### src/rtl/serial_pkg.sv
// Shared constants of the serial frame-format port: map, fields, resets.
// Assumes a Wishbone master with 32-bit data and byte addresses.
package serial_pkg;

    // Bit period in timer-0 output pulses
    localparam int unsigned TICKS_PER_BIT = 32;

    // Register byte offsets, one aligned word each
    localparam logic [7:0] ADR_CTRL = 8'h00;
    localparam logic [7:0] ADR_TXD = 8'h04;
    localparam logic [7:0] ADR_RXD = 8'h08;
    localparam logic [7:0] ADR_STAT = 8'h0C;
    localparam logic [7:0] ADR_IRQ_STAT = 8'h10;
    localparam logic [7:0] ADR_IRQ_MASK = 8'h14;

    // Control field positions
    localparam int CTRL_TX_ON = 4;
    localparam int CTRL_RX_ON = 3;
    localparam int CTRL_PAR_OMIT = 2;
    localparam int CTRL_ODD = 1;
    localparam int CTRL_TWO_STOP = 0;

    // Interrupt event positions and width
    localparam int IRQ_RX = 0;
    localparam int IRQ_TX = 1;
    localparam int IRQ_ERR = 2;
    localparam int IRQ_W = 3;

    // Reset values
    localparam logic [7:0] CTRL_RESET = 8'h00;
    localparam logic [7:0] BYTE_ZERO = 8'h00;
    localparam logic [31:0] WORD_ZERO = 32'h0000_0000;

endpackage

### src/rtl/tx_framer.sv
// Serialiser: start bit, eight data bits LSB first, optional parity, stops.
// Assumes tick_i is a one-cycle pulse from logic on clk_i.
module tx_framer #(
    parameter int unsigned TICKS = serial_pkg::TICKS_PER_BIT
) (
    // Clock, reset, freeze
    input wire logic clk_i,
    input wire logic rst_i,
    input wire logic ce_i,
    // Control
    input wire logic en_i,
    input wire logic tick_i,
    input wire logic load_i,
    input wire logic [7:0] data_i,
    input wire logic parity_omit_i,
    input wire logic odd_i,
    input wire logic two_stop_i,
    // Line and state
    output logic txd_o,
    output logic busy_o
);
    localparam int TW = $clog2(TICKS);

    logic [11:0] frame_reg;
    logic [3:0] left_reg;
    logic [TW-1:0] tick_reg;

    // frame image, parity sense and length
    wire par_bit = ^data_i ^ odd_i;
    wire [11:0] frame_next = {2'b11, parity_omit_i | par_bit, data_i, 1'b0};
    wire [3:0] len_next = 4'ha + {3'b000, ~parity_omit_i} + {3'b000, two_stop_i};
    wire bit_end = tick_i && (tick_reg == TW'(TICKS - 1));
    wire load_go = load_i && !busy_o;

    // shifter idles all ones, line rests high
    always_ff @(posedge clk_i)
    begin
        if (rst_i)
        begin
            frame_reg <= '1;
            left_reg <= '0;
            tick_reg <= '0;
        end
        else if (ce_i)
        begin
            if (!en_i)
            begin
                frame_reg <= '1;
                left_reg <= '0;
                tick_reg <= '0;
            end
            else if (load_go)
            begin
                frame_reg <= frame_next;
                left_reg <= len_next;
                tick_reg <= '0;
            end
            else if (busy_o && bit_end)
            begin
                frame_reg <= {1'b1, frame_reg[11:1]};
                left_reg <= left_reg - 4'h1;
                tick_reg <= '0;
            end
            else if (busy_o && tick_i)
                tick_reg <= tick_reg + TW'(1);
        end
    end

    assign busy_o = (left_reg != 4'h0);
    assign txd_o = frame_reg[0];
endmodule // tx_framer

### src/rtl/rx_deframer.sv
// Deserialiser: finds a start bit, samples mid-bit, checks parity and stop.
// Assumes rxd_i is already synchronised and tick_i is on clk_i.
module rx_deframer #(
    parameter int unsigned TICKS = serial_pkg::TICKS_PER_BIT
) (
    // Clock, reset, freeze
    input wire logic clk_i,
    input wire logic rst_i,
    input wire logic ce_i,
    // Control
    input wire logic en_i,
    input wire logic tick_i,
    input wire logic rxd_i,
    input wire logic parity_omit_i,
    input wire logic odd_i,
    // Result
    output logic done_o,
    output logic [7:0] data_o,
    output logic perr_o,
    output logic ferr_o,
    output logic busy_o
);
    localparam int TW = $clog2(TICKS);

    typedef enum logic [2:0] {
        RX_IDLE = 3'b001,
        RX_START = 3'b010,
        RX_BITS = 3'b100
    } rx_state_t;

    rx_state_t state_reg;
    logic [TW-1:0] tick_reg;
    logic [3:0] cnt_reg;
    logic [8:0] shift_reg;

    wire half = tick_i && (tick_reg == TW'(TICKS / 2 - 1));
    wire full = tick_i && (tick_reg == TW'(TICKS - 1));
    wire [3:0] nbits = 4'h8 + {3'b000, ~parity_omit_i};
    wire [7:0] data_now = parity_omit_i ? shift_reg[8:1] : shift_reg[7:0];

    // Frame sequencer
    always_ff @(posedge clk_i)
    begin
        if (rst_i)
        begin
            state_reg <= RX_IDLE;
            tick_reg <= '0;
            cnt_reg <= '0;
            shift_reg <= '0;
            done_o <= 1'b0;
            data_o <= serial_pkg::BYTE_ZERO;
            perr_o <= 1'b0;
            ferr_o <= 1'b0;
        end
        else if (ce_i)
        begin
            done_o <= 1'b0;
            if (!en_i)
            begin
                state_reg <= RX_IDLE;
                tick_reg <= '0;
            end
            else
            begin
                unique case (state_reg)
                    RX_IDLE:
                    begin
                        tick_reg <= '0;
                        if (tick_i && !rxd_i)
                            state_reg <= RX_START;
                    end
                    RX_START:
                    begin
                        tick_reg <= tick_i ? tick_reg + TW'(1) : tick_reg;
                        if (half)
                        begin
                            tick_reg <= '0;
                            cnt_reg <= '0;
                            state_reg <= rxd_i ? RX_IDLE : RX_BITS;
                        end
                    end
                    RX_BITS:
                    begin
                        tick_reg <= tick_i ? tick_reg + TW'(1) : tick_reg;
                        if (full && cnt_reg < nbits)
                        begin
                            tick_reg <= '0; // No reliance on counter wrap
                            shift_reg <= {rxd_i, shift_reg[8:1]};
                            cnt_reg <= cnt_reg + 4'h1;
                        end
                        else if (full)
                        begin
                            tick_reg <= '0;
                            data_o <= data_now;
                            ferr_o <= !rxd_i;
                            perr_o <= !parity_omit_i && ((^shift_reg) != odd_i);
                            done_o <= 1'b1;
                            state_reg <= RX_IDLE;
                        end
                    end
                    default: state_reg <= RX_IDLE;
                endcase
            end
        end
    end

    assign busy_o = (state_reg != RX_IDLE);
endmodule // rx_deframer

### src/rtl/uart_frame_ctrl.sv
// Serial port control, frame format, flags and Wishbone register slave.
// Assumes tick_i is the timer-0 output pulse on clk_i; rxd_i is a pin.
//
// How it works
// - Transmit enable bit 4 starts the rate generator, transmitter ready.
// - With transmitter enabled, writing the holding register sends that byte.
// - Clearing transmit enable resets the transmitter, abandoning any frame.
// - Receive enable bit 3 starts the rate generator, receiver ready.
// - With receiver enabled, a low start bit begins reception.
// - Clearing receive enable resets the receiver.
// - Bit 2 low adds and checks parity; high omits it.
// - Bit 1 picks parity sense: low even, high odd.
// - Bit 0 picks one stop bit when low, two when high.
// - Frame is start, data bits 0..7, parity if on, then stops.
// - Control register is 8 bits, readable and writable, returns last write.
// - One bit lasts 32 timer-0 output periods; no other rate source.
// - Stop bit sampled low sets the framing flag.
// - Reception ending while receive-full is set sets the overrun flag.
// - Reading status clears overrun, framing and parity flags; reset too.
module uart_frame_ctrl #(
    parameter int unsigned TICKS_PER_BIT = serial_pkg::TICKS_PER_BIT
) (
    // Clock, reset, freeze
    input wire logic clk_i,
    input wire logic rst_i,
    input wire logic ce_i,
    // Wishbone slave
    input wire logic cyc_i,
    input wire logic stb_i,
    input wire logic we_i,
    input wire logic [7:0] adr_i,
    input wire logic [3:0] sel_i,
    input wire logic [31:0] dat_i,
    output logic [31:0] dat_o,
    output logic ack_o,
    // Rate source
    input wire logic tick_i,
    // Serial line
    input wire logic rxd_i,
    output logic txd_o,
    // Interrupt
    output logic irq_o
);
    // Parameter check
    if (TICKS_PER_BIT < 4 || TICKS_PER_BIT > 256 || TICKS_PER_BIT % 2 != 0)
    begin : g_bad_ticks
        $error("TICKS_PER_BIT must be even and within 4 to 256");
    end

    // Register state
    logic ack_reg;
    logic [31:0] rdat_reg;
    logic [7:0] ctrl_reg;
    logic [7:0] tx_hold_reg;
    logic tx_pend_reg;
    logic [7:0] rx_hold_reg;
    logic rx_full_reg;
    logic ovr_reg;
    logic fe_reg;
    logic pe_reg;
    logic [serial_pkg::IRQ_W-1:0] irq_stat_reg;
    logic [serial_pkg::IRQ_W-1:0] irq_mask_reg;
    logic rxd_meta_reg;
    logic rxd_sync_reg;

    // Sub-block results
    logic tx_busy;
    logic rx_done;
    logic [7:0] rx_data;
    logic rx_perr;
    logic rx_ferr;
    logic rx_busy;

    // Control fields
    wire tx_on = ctrl_reg[serial_pkg::CTRL_TX_ON];
    wire rx_on = ctrl_reg[serial_pkg::CTRL_RX_ON];
    wire par_omit = ctrl_reg[serial_pkg::CTRL_PAR_OMIT];
    wire odd_sel = ctrl_reg[serial_pkg::CTRL_ODD];
    wire two_stop = ctrl_reg[serial_pkg::CTRL_TWO_STOP];

    wire rate_run = tx_on || rx_on;
    wire tick_en = tick_i && rate_run;

    // Bus decode
    wire take = cyc_i && stb_i && !ack_reg;
    wire wr = take && we_i && sel_i[0];
    wire rd = take && !we_i;
    wire hit_ctrl = (adr_i == serial_pkg::ADR_CTRL);
    wire hit_txd = (adr_i == serial_pkg::ADR_TXD);
    wire hit_rxd = (adr_i == serial_pkg::ADR_RXD);
    wire hit_stat = (adr_i == serial_pkg::ADR_STAT);
    wire hit_istat = (adr_i == serial_pkg::ADR_IRQ_STAT);
    wire hit_imask = (adr_i == serial_pkg::ADR_IRQ_MASK);
    wire wr_ctrl = wr && hit_ctrl;
    wire wr_txd = wr && hit_txd;
    wire wr_istat = wr && hit_istat;
    wire wr_imask = wr && hit_imask;
    wire rd_rxd = rd && hit_rxd;
    wire rd_stat = rd && hit_stat;

    // Status image: rx busy, overrun, framing, parity, tx empty, rx full
    wire [7:0] stat_val = {2'b00, rx_busy, ovr_reg, fe_reg, pe_reg,
                           !tx_pend_reg, rx_full_reg};

    // Read selection, unmapped reads as zero
    wire [7:0] rd_byte =
        hit_ctrl ? ctrl_reg :
        hit_rxd ? rx_hold_reg :
        hit_stat ? stat_val :
        hit_istat ? {5'b00000, irq_stat_reg} :
        hit_imask ? {5'b00000, irq_mask_reg} :
        serial_pkg::BYTE_ZERO;

    // holding register moves to the shifter when it is free
    wire tx_load = tx_pend_reg && tx_on && !tx_busy;

    // Interrupt events and clears
    wire rx_err = rx_ferr || (rx_perr && !par_omit) || rx_full_reg;
    wire [serial_pkg::IRQ_W-1:0] irq_ev = {rx_done && rx_err, tx_load, rx_done};
    wire [serial_pkg::IRQ_W-1:0] irq_clr =
        wr_istat ? dat_i[serial_pkg::IRQ_W-1:0] : '0;

    // Pin synchroniser
    always_ff @(posedge clk_i)
    begin
        if (rst_i)
        begin
            rxd_meta_reg <= 1'b1;
            rxd_sync_reg <= 1'b1;
        end
        else if (ce_i)
        begin
            rxd_meta_reg <= rxd_i;
            rxd_sync_reg <= rxd_meta_reg;
        end
    end

    // Bus answer: ack one cycle after the request is taken
    always_ff @(posedge clk_i)
    begin
        if (rst_i)
        begin
            ack_reg <= 1'b0;
            rdat_reg <= serial_pkg::WORD_ZERO;
        end
        else if (ce_i)
        begin
            ack_reg <= take;
            if (rd)
                rdat_reg <= {24'h00_0000, rd_byte};
        end
    end

    // control register keeps all eight bits as written
    always_ff @(posedge clk_i)
    begin
        if (rst_i)
            ctrl_reg <= serial_pkg::CTRL_RESET;
        else if (ce_i && wr_ctrl)
            ctrl_reg <= dat_i[7:0];
    end

    // transmit holding register and pending flag
    always_ff @(posedge clk_i)
    begin
        if (rst_i)
        begin
            tx_hold_reg <= serial_pkg::BYTE_ZERO;
            tx_pend_reg <= 1'b0;
        end
        else if (ce_i)
        begin
            if (!tx_on)
                tx_pend_reg <= 1'b0;
            else if (wr_txd)
            begin
                tx_hold_reg <= dat_i[7:0];
                tx_pend_reg <= 1'b1;
            end
            else if (tx_load)
                tx_pend_reg <= 1'b0;
        end
    end

    // Receive buffer, set wins over the clearing read
    always_ff @(posedge clk_i)
    begin
        if (rst_i)
        begin
            rx_hold_reg <= serial_pkg::BYTE_ZERO;
            rx_full_reg <= 1'b0;
        end
        else if (ce_i)
        begin
            if (rx_done)
            begin
                rx_hold_reg <= rx_data;
                rx_full_reg <= 1'b1;
            end
            else if (rd_rxd)
                rx_full_reg <= 1'b0;
        end
    end

    // error flags, set wins over read clear
    always_ff @(posedge clk_i)
    begin
        if (rst_i)
        begin
            ovr_reg <= 1'b0;
            fe_reg <= 1'b0;
            pe_reg <= 1'b0;
        end
        else if (ce_i)
        begin
            ovr_reg <= (rx_done && rx_full_reg) || (ovr_reg && !rd_stat);
            fe_reg <= (rx_done && rx_ferr) || (fe_reg && !rd_stat);
            pe_reg <= (rx_done && rx_perr) || (pe_reg && !rd_stat);
        end
    end

    // Interrupt status, write one to clear, event wins
    always_ff @(posedge clk_i)
    begin
        if (rst_i)
        begin
            irq_stat_reg <= '0;
            irq_mask_reg <= '0;
        end
        else if (ce_i)
        begin
            irq_stat_reg <= (irq_stat_reg & ~irq_clr) | irq_ev;
            if (wr_imask)
                irq_mask_reg <= dat_i[serial_pkg::IRQ_W-1:0];
        end
    end

    assign irq_o = |(irq_stat_reg & irq_mask_reg);
    assign ack_o = ack_reg;
    assign dat_o = rdat_reg;

    // Transmit side
    tx_framer #(
        .TICKS(TICKS_PER_BIT)
    ) u_tx (
        .clk_i(clk_i),
        .rst_i(rst_i),
        .ce_i(ce_i),
        .en_i(tx_on),
        .tick_i(tick_en),
        .load_i(tx_load),
        .data_i(tx_hold_reg),
        .parity_omit_i(par_omit),
        .odd_i(odd_sel),
        .two_stop_i(two_stop),
        .txd_o(txd_o),
        .busy_o(tx_busy)
    );

    // Receive side
    rx_deframer #(
        .TICKS(TICKS_PER_BIT)
    ) u_rx (
        .clk_i(clk_i),
        .rst_i(rst_i),
        .ce_i(ce_i),
        .en_i(rx_on),
        .tick_i(tick_en),
        .rxd_i(rxd_sync_reg),
        .parity_omit_i(par_omit),
        .odd_i(odd_sel),
        .done_o(rx_done),
        .data_o(rx_data),
        .perr_o(rx_perr),
        .ferr_o(rx_ferr),
        .busy_o(rx_busy)
    );
endmodule // uart_frame_ctrl

### config.mk
export PLATFORM = sky130hd
export DESIGN_NAME = uart_frame_ctrl
export DESIGN_NICKNAME = d
export VERILOG_FILES = /design/src/rtl/serial_pkg.sv /design/src/rtl/tx_framer.sv /design/src/rtl/rx_deframer.sv /design/src/rtl/uart_frame_ctrl.sv
export SDC_FILE = /design/constraint.sdc
export NUM_CORES = 1
export LEC_CHECK = 0
export BUFFER_PORTS_ARGS = -buffer_cell sky130_fd_sc_hd__buf_2
export CAP_MARGIN = 10
export CORE_AREA = 2 2 132 134
export DETAILED_ROUTE_END_ITERATION = 16
export DIE_AREA = 0 0 134 136
export PLACE_DENSITY = 0.55
export SLEW_MARGIN = 20
export SYNTH_ARGS = -nofsm -noshare
export SYNTH_HDL_FRONTEND = slang
export SYNTH_HIERARCHICAL = 1
export SYNTH_SLANG_ARGS = --single-unit
### constraint.sdc
create_clock -name clk_i -period 3 [get_ports clk_i]
set_input_delay 0.6 -clock clk_i [delete_from_list [all_inputs] [get_ports clk_i]]
set_output_delay 0.6 -clock clk_i [all_outputs]
set_load 0.02 [all_outputs]
==> summary.txt <==
crit-path cells = inv_1, ha_1, or3b_4, nor2_1, and4bb_2, a31oi_4, or2_2, nor2_2, a32o_1
first-pass GRT wire length = 19240 um
Synth warnings = 6
Setup crit end kind = flip-flop
Clock Skew = 0.005170 ns
CP Buf/Inv Count = 1
pin count of the biggest net entering global routing = 32
Worst path max stage delay = 0.44 ns
Site Rows = 48
number of flops mapped to enable cells by yosys = 0
RSZ-0062 raised after global routing = no
clock buffer depth = 2
Max FO, Critical Path = 10
CTS tree = yes
critical path arrival = 2.84 ns
PD cells = 466.8 mW/mm^2
number of post-CTS setup repair buffers = 0
clk sink count = 97
Final Instance Count excl. Fillers = 810
die height = 136 um
RD Place Congestion = 0.7963
TritonRoute pass-1 iters = 5
clk slew on worst S/H paths = 0.07 ns
max reg flops = 10
Detail Route Antenna Nets = 0
setup violators final = 0
clk_lat worst skew = 0.35 ns
area of the die = 0.01822 sq mm
Seq. cell area = 0.001942 sq mm
Worst Setup Path Type = flip-flop to flip-flop
vias in the first global route = 3796
post-route minimum period = 2.545 ns
final worst-path cycle share = 84.84%
# H-tree levels = 3
initial antenna violation count = 0
Layout Nets = 640
CP Launch Type = flip-flop
DRT iter0 DRCs = 242
sequential area share after synthesis = 39.01%
CP max stage cell = or3b_4
Setup TNS Final = 0 ns
core area = 0.01688 sq mm
I/O pins = 87
count of cells resized by post-cts repair = 0
relative slew slack = 40.94%
wire length per cell = 14.66 um
vias = 3994
Initial Utilization = 29.49%
GRT Total Usage = 13.42%
Placed Cells = 794
Synth Cell Area = 0.004977 sq mm
syn_area_per_cell = 9.000 sq um
layout cell share with drive strength beyond 1 = 15.90%
Final Hold Vio Count = 0
CTS Hold Bufs = 0
Root Buffer = clkbuf_16
reg-to-reg setup timing slack = 0.45 ns
top_reg_cell synth = dfxtp_1
Leak Pwr = 2.033 nW
drt drc = 0
register bit total from synthesis = 97
Slew Limit Fails = 0
most frequent cells in the layout = dfxtp_1 (97), nor2_1 (64), nand2_1 (46), mux2i_1 (39), buf_2 (35)
worst hold-check path type = flip-flop to flip-flop
number of I/O port buffers = 35
area grow syn2layout = 11.66%
Worst-Margin Slew = 0.8745 ns
post-synth cell types = 72
Syn Inst Count = 553
vias per inst = 4.931
worst vdd ir = 0.0003478 V
delay-heaviest family, CP = simple AND/OR/NAND/NOR gates
most common cell after layout, fill and taps aside = dfxtp_1
max cap viols = 0
drt total wl = 11880 um
total CTS buffers = 9
Max Freq = 0.3929 GHz
hpwl dp = 8454 um
area of the multi-input gates = 0.002726 sq mm
number of diodes = 0
Die X = 134 um
CP required = 3.29 ns
ys async rst share = 0%
status = finished, final reports clean
hold_ws = 0.4538 ns
Fillers = 1726
grt ovf = 0
-- cell usage after synthesis (4+ instances only) --
library cell / instances / area [sq um]
a21oi_1: 34 / 170.2
nand2_1: 46 / 172.7
nor2_1: 64 / 240.2
nor2b_1: 5 / 31.28
xnor2_1: 14 / 122.6
a2bb2oi_1: 10 / 87.58
nor3_1: 8 / 40.04
buf_6: 7 / 78.83
ha_1: 8 / 100.1
o21ai_0: 21 / 105.1
buf_2: 4 / 20.02
a311oi_1: 4 / 35.03
dfxtp_1: 97 / 1942
nand2b_1: 9 / 56.30
mux2i_1: 39 / 390.4
xor2_1: 7 / 61.31
nand4_1: 4 / 25.02
clkbuf_1: 18 / 67.56
buf_4: 25 / 187.7
nand3b_1: 8 / 60.06
nand3_1: 18 / 90.09
inv_1: 10 / 37.54
or4_4: 5 / 56.30
mux2_2: 7 / 78.83
a211oi_1: 11 / 82.58
-- area by class of cell --
cell class	instances	area share, %
multi-input cells	414	49.05
flip-flops and latches	97	34.94
well taps	225	5.065
repair buffers	48	4.908
clock buffers	12	4.435
clock inverters	4	0.9230
inverters	10	0.6754
-- final timing paths --
kind              depth (start not counted)          endpoint             start
hold reg to reg                           2    rx_hold_reg[4]    u_rx/data_o[4]
hold / removal                            2    rx_hold_reg[4]    u_rx/data_o[4]
setup reg to reg                          9  u_tx/left_reg[1]  u_tx/left_reg[0]
setup / recovery                          9  u_tx/left_reg[1]  u_tx/left_reg[0]
-- power by group --
| part | internal, W | total (W) | switching [W] |
|---|---|---|---|
| Sequential | 0.00129 | 0.00130 | 0.00000339 |
| Combinational | 0.0000380 | 0.000135 | 0.0000973 |
| Clock | 0.000671 | 0.00116 | 0.000492 |
-- kinds of logic (layout without fill, tap and decap cells) --
kind of cell	Yosys count	after routing	share of synthesized area, %
buf+inv	65	74	7.944
other cells	1	24	0.07534
xor+xnor	22	22	4.148
mux	46	46	9.427
compound gates	120	120	17.09
simple gates	194	194	20.29
flops	97	97	39.01
fa+ha+maj	8	8	2.011
-- metrics by stage --
step | instance area [sq um] | util, % | power [W] | setup slack (ns)
floorplan | 5064 | - | 0.001437 | 0.6080
global placement | 5260 | 31.17 | 0.001456 | 0.4546
detailed placement | 5260 | 31.17 | 0.001459 | 0.4465
CTS | 5558 | 32.93 | 0.002627 | 0.4593
global route | 5558 | 32.93 | 0.002684 | 0.2008
finish | 5558 | 32.93 | 0.002594 | 0.4548
-- tightest hold or removal path, delay by kind of cell (launching register included) --
kind            cells  cell delay (ns)
flops               1             0.31
compound gates      1             0.05
simple gates        1             0.05
-- routing by layer --
layer,vias up,wire length [um],GRT usage (%)
li1,1978,-,-
met1,1891,5380,16.66
met2,104,5708,22.48
met3,21,514,2.647
met4,0,272,6.147
met5,-,0,0
Note: power is estimated with default switching activity, not from simulation.
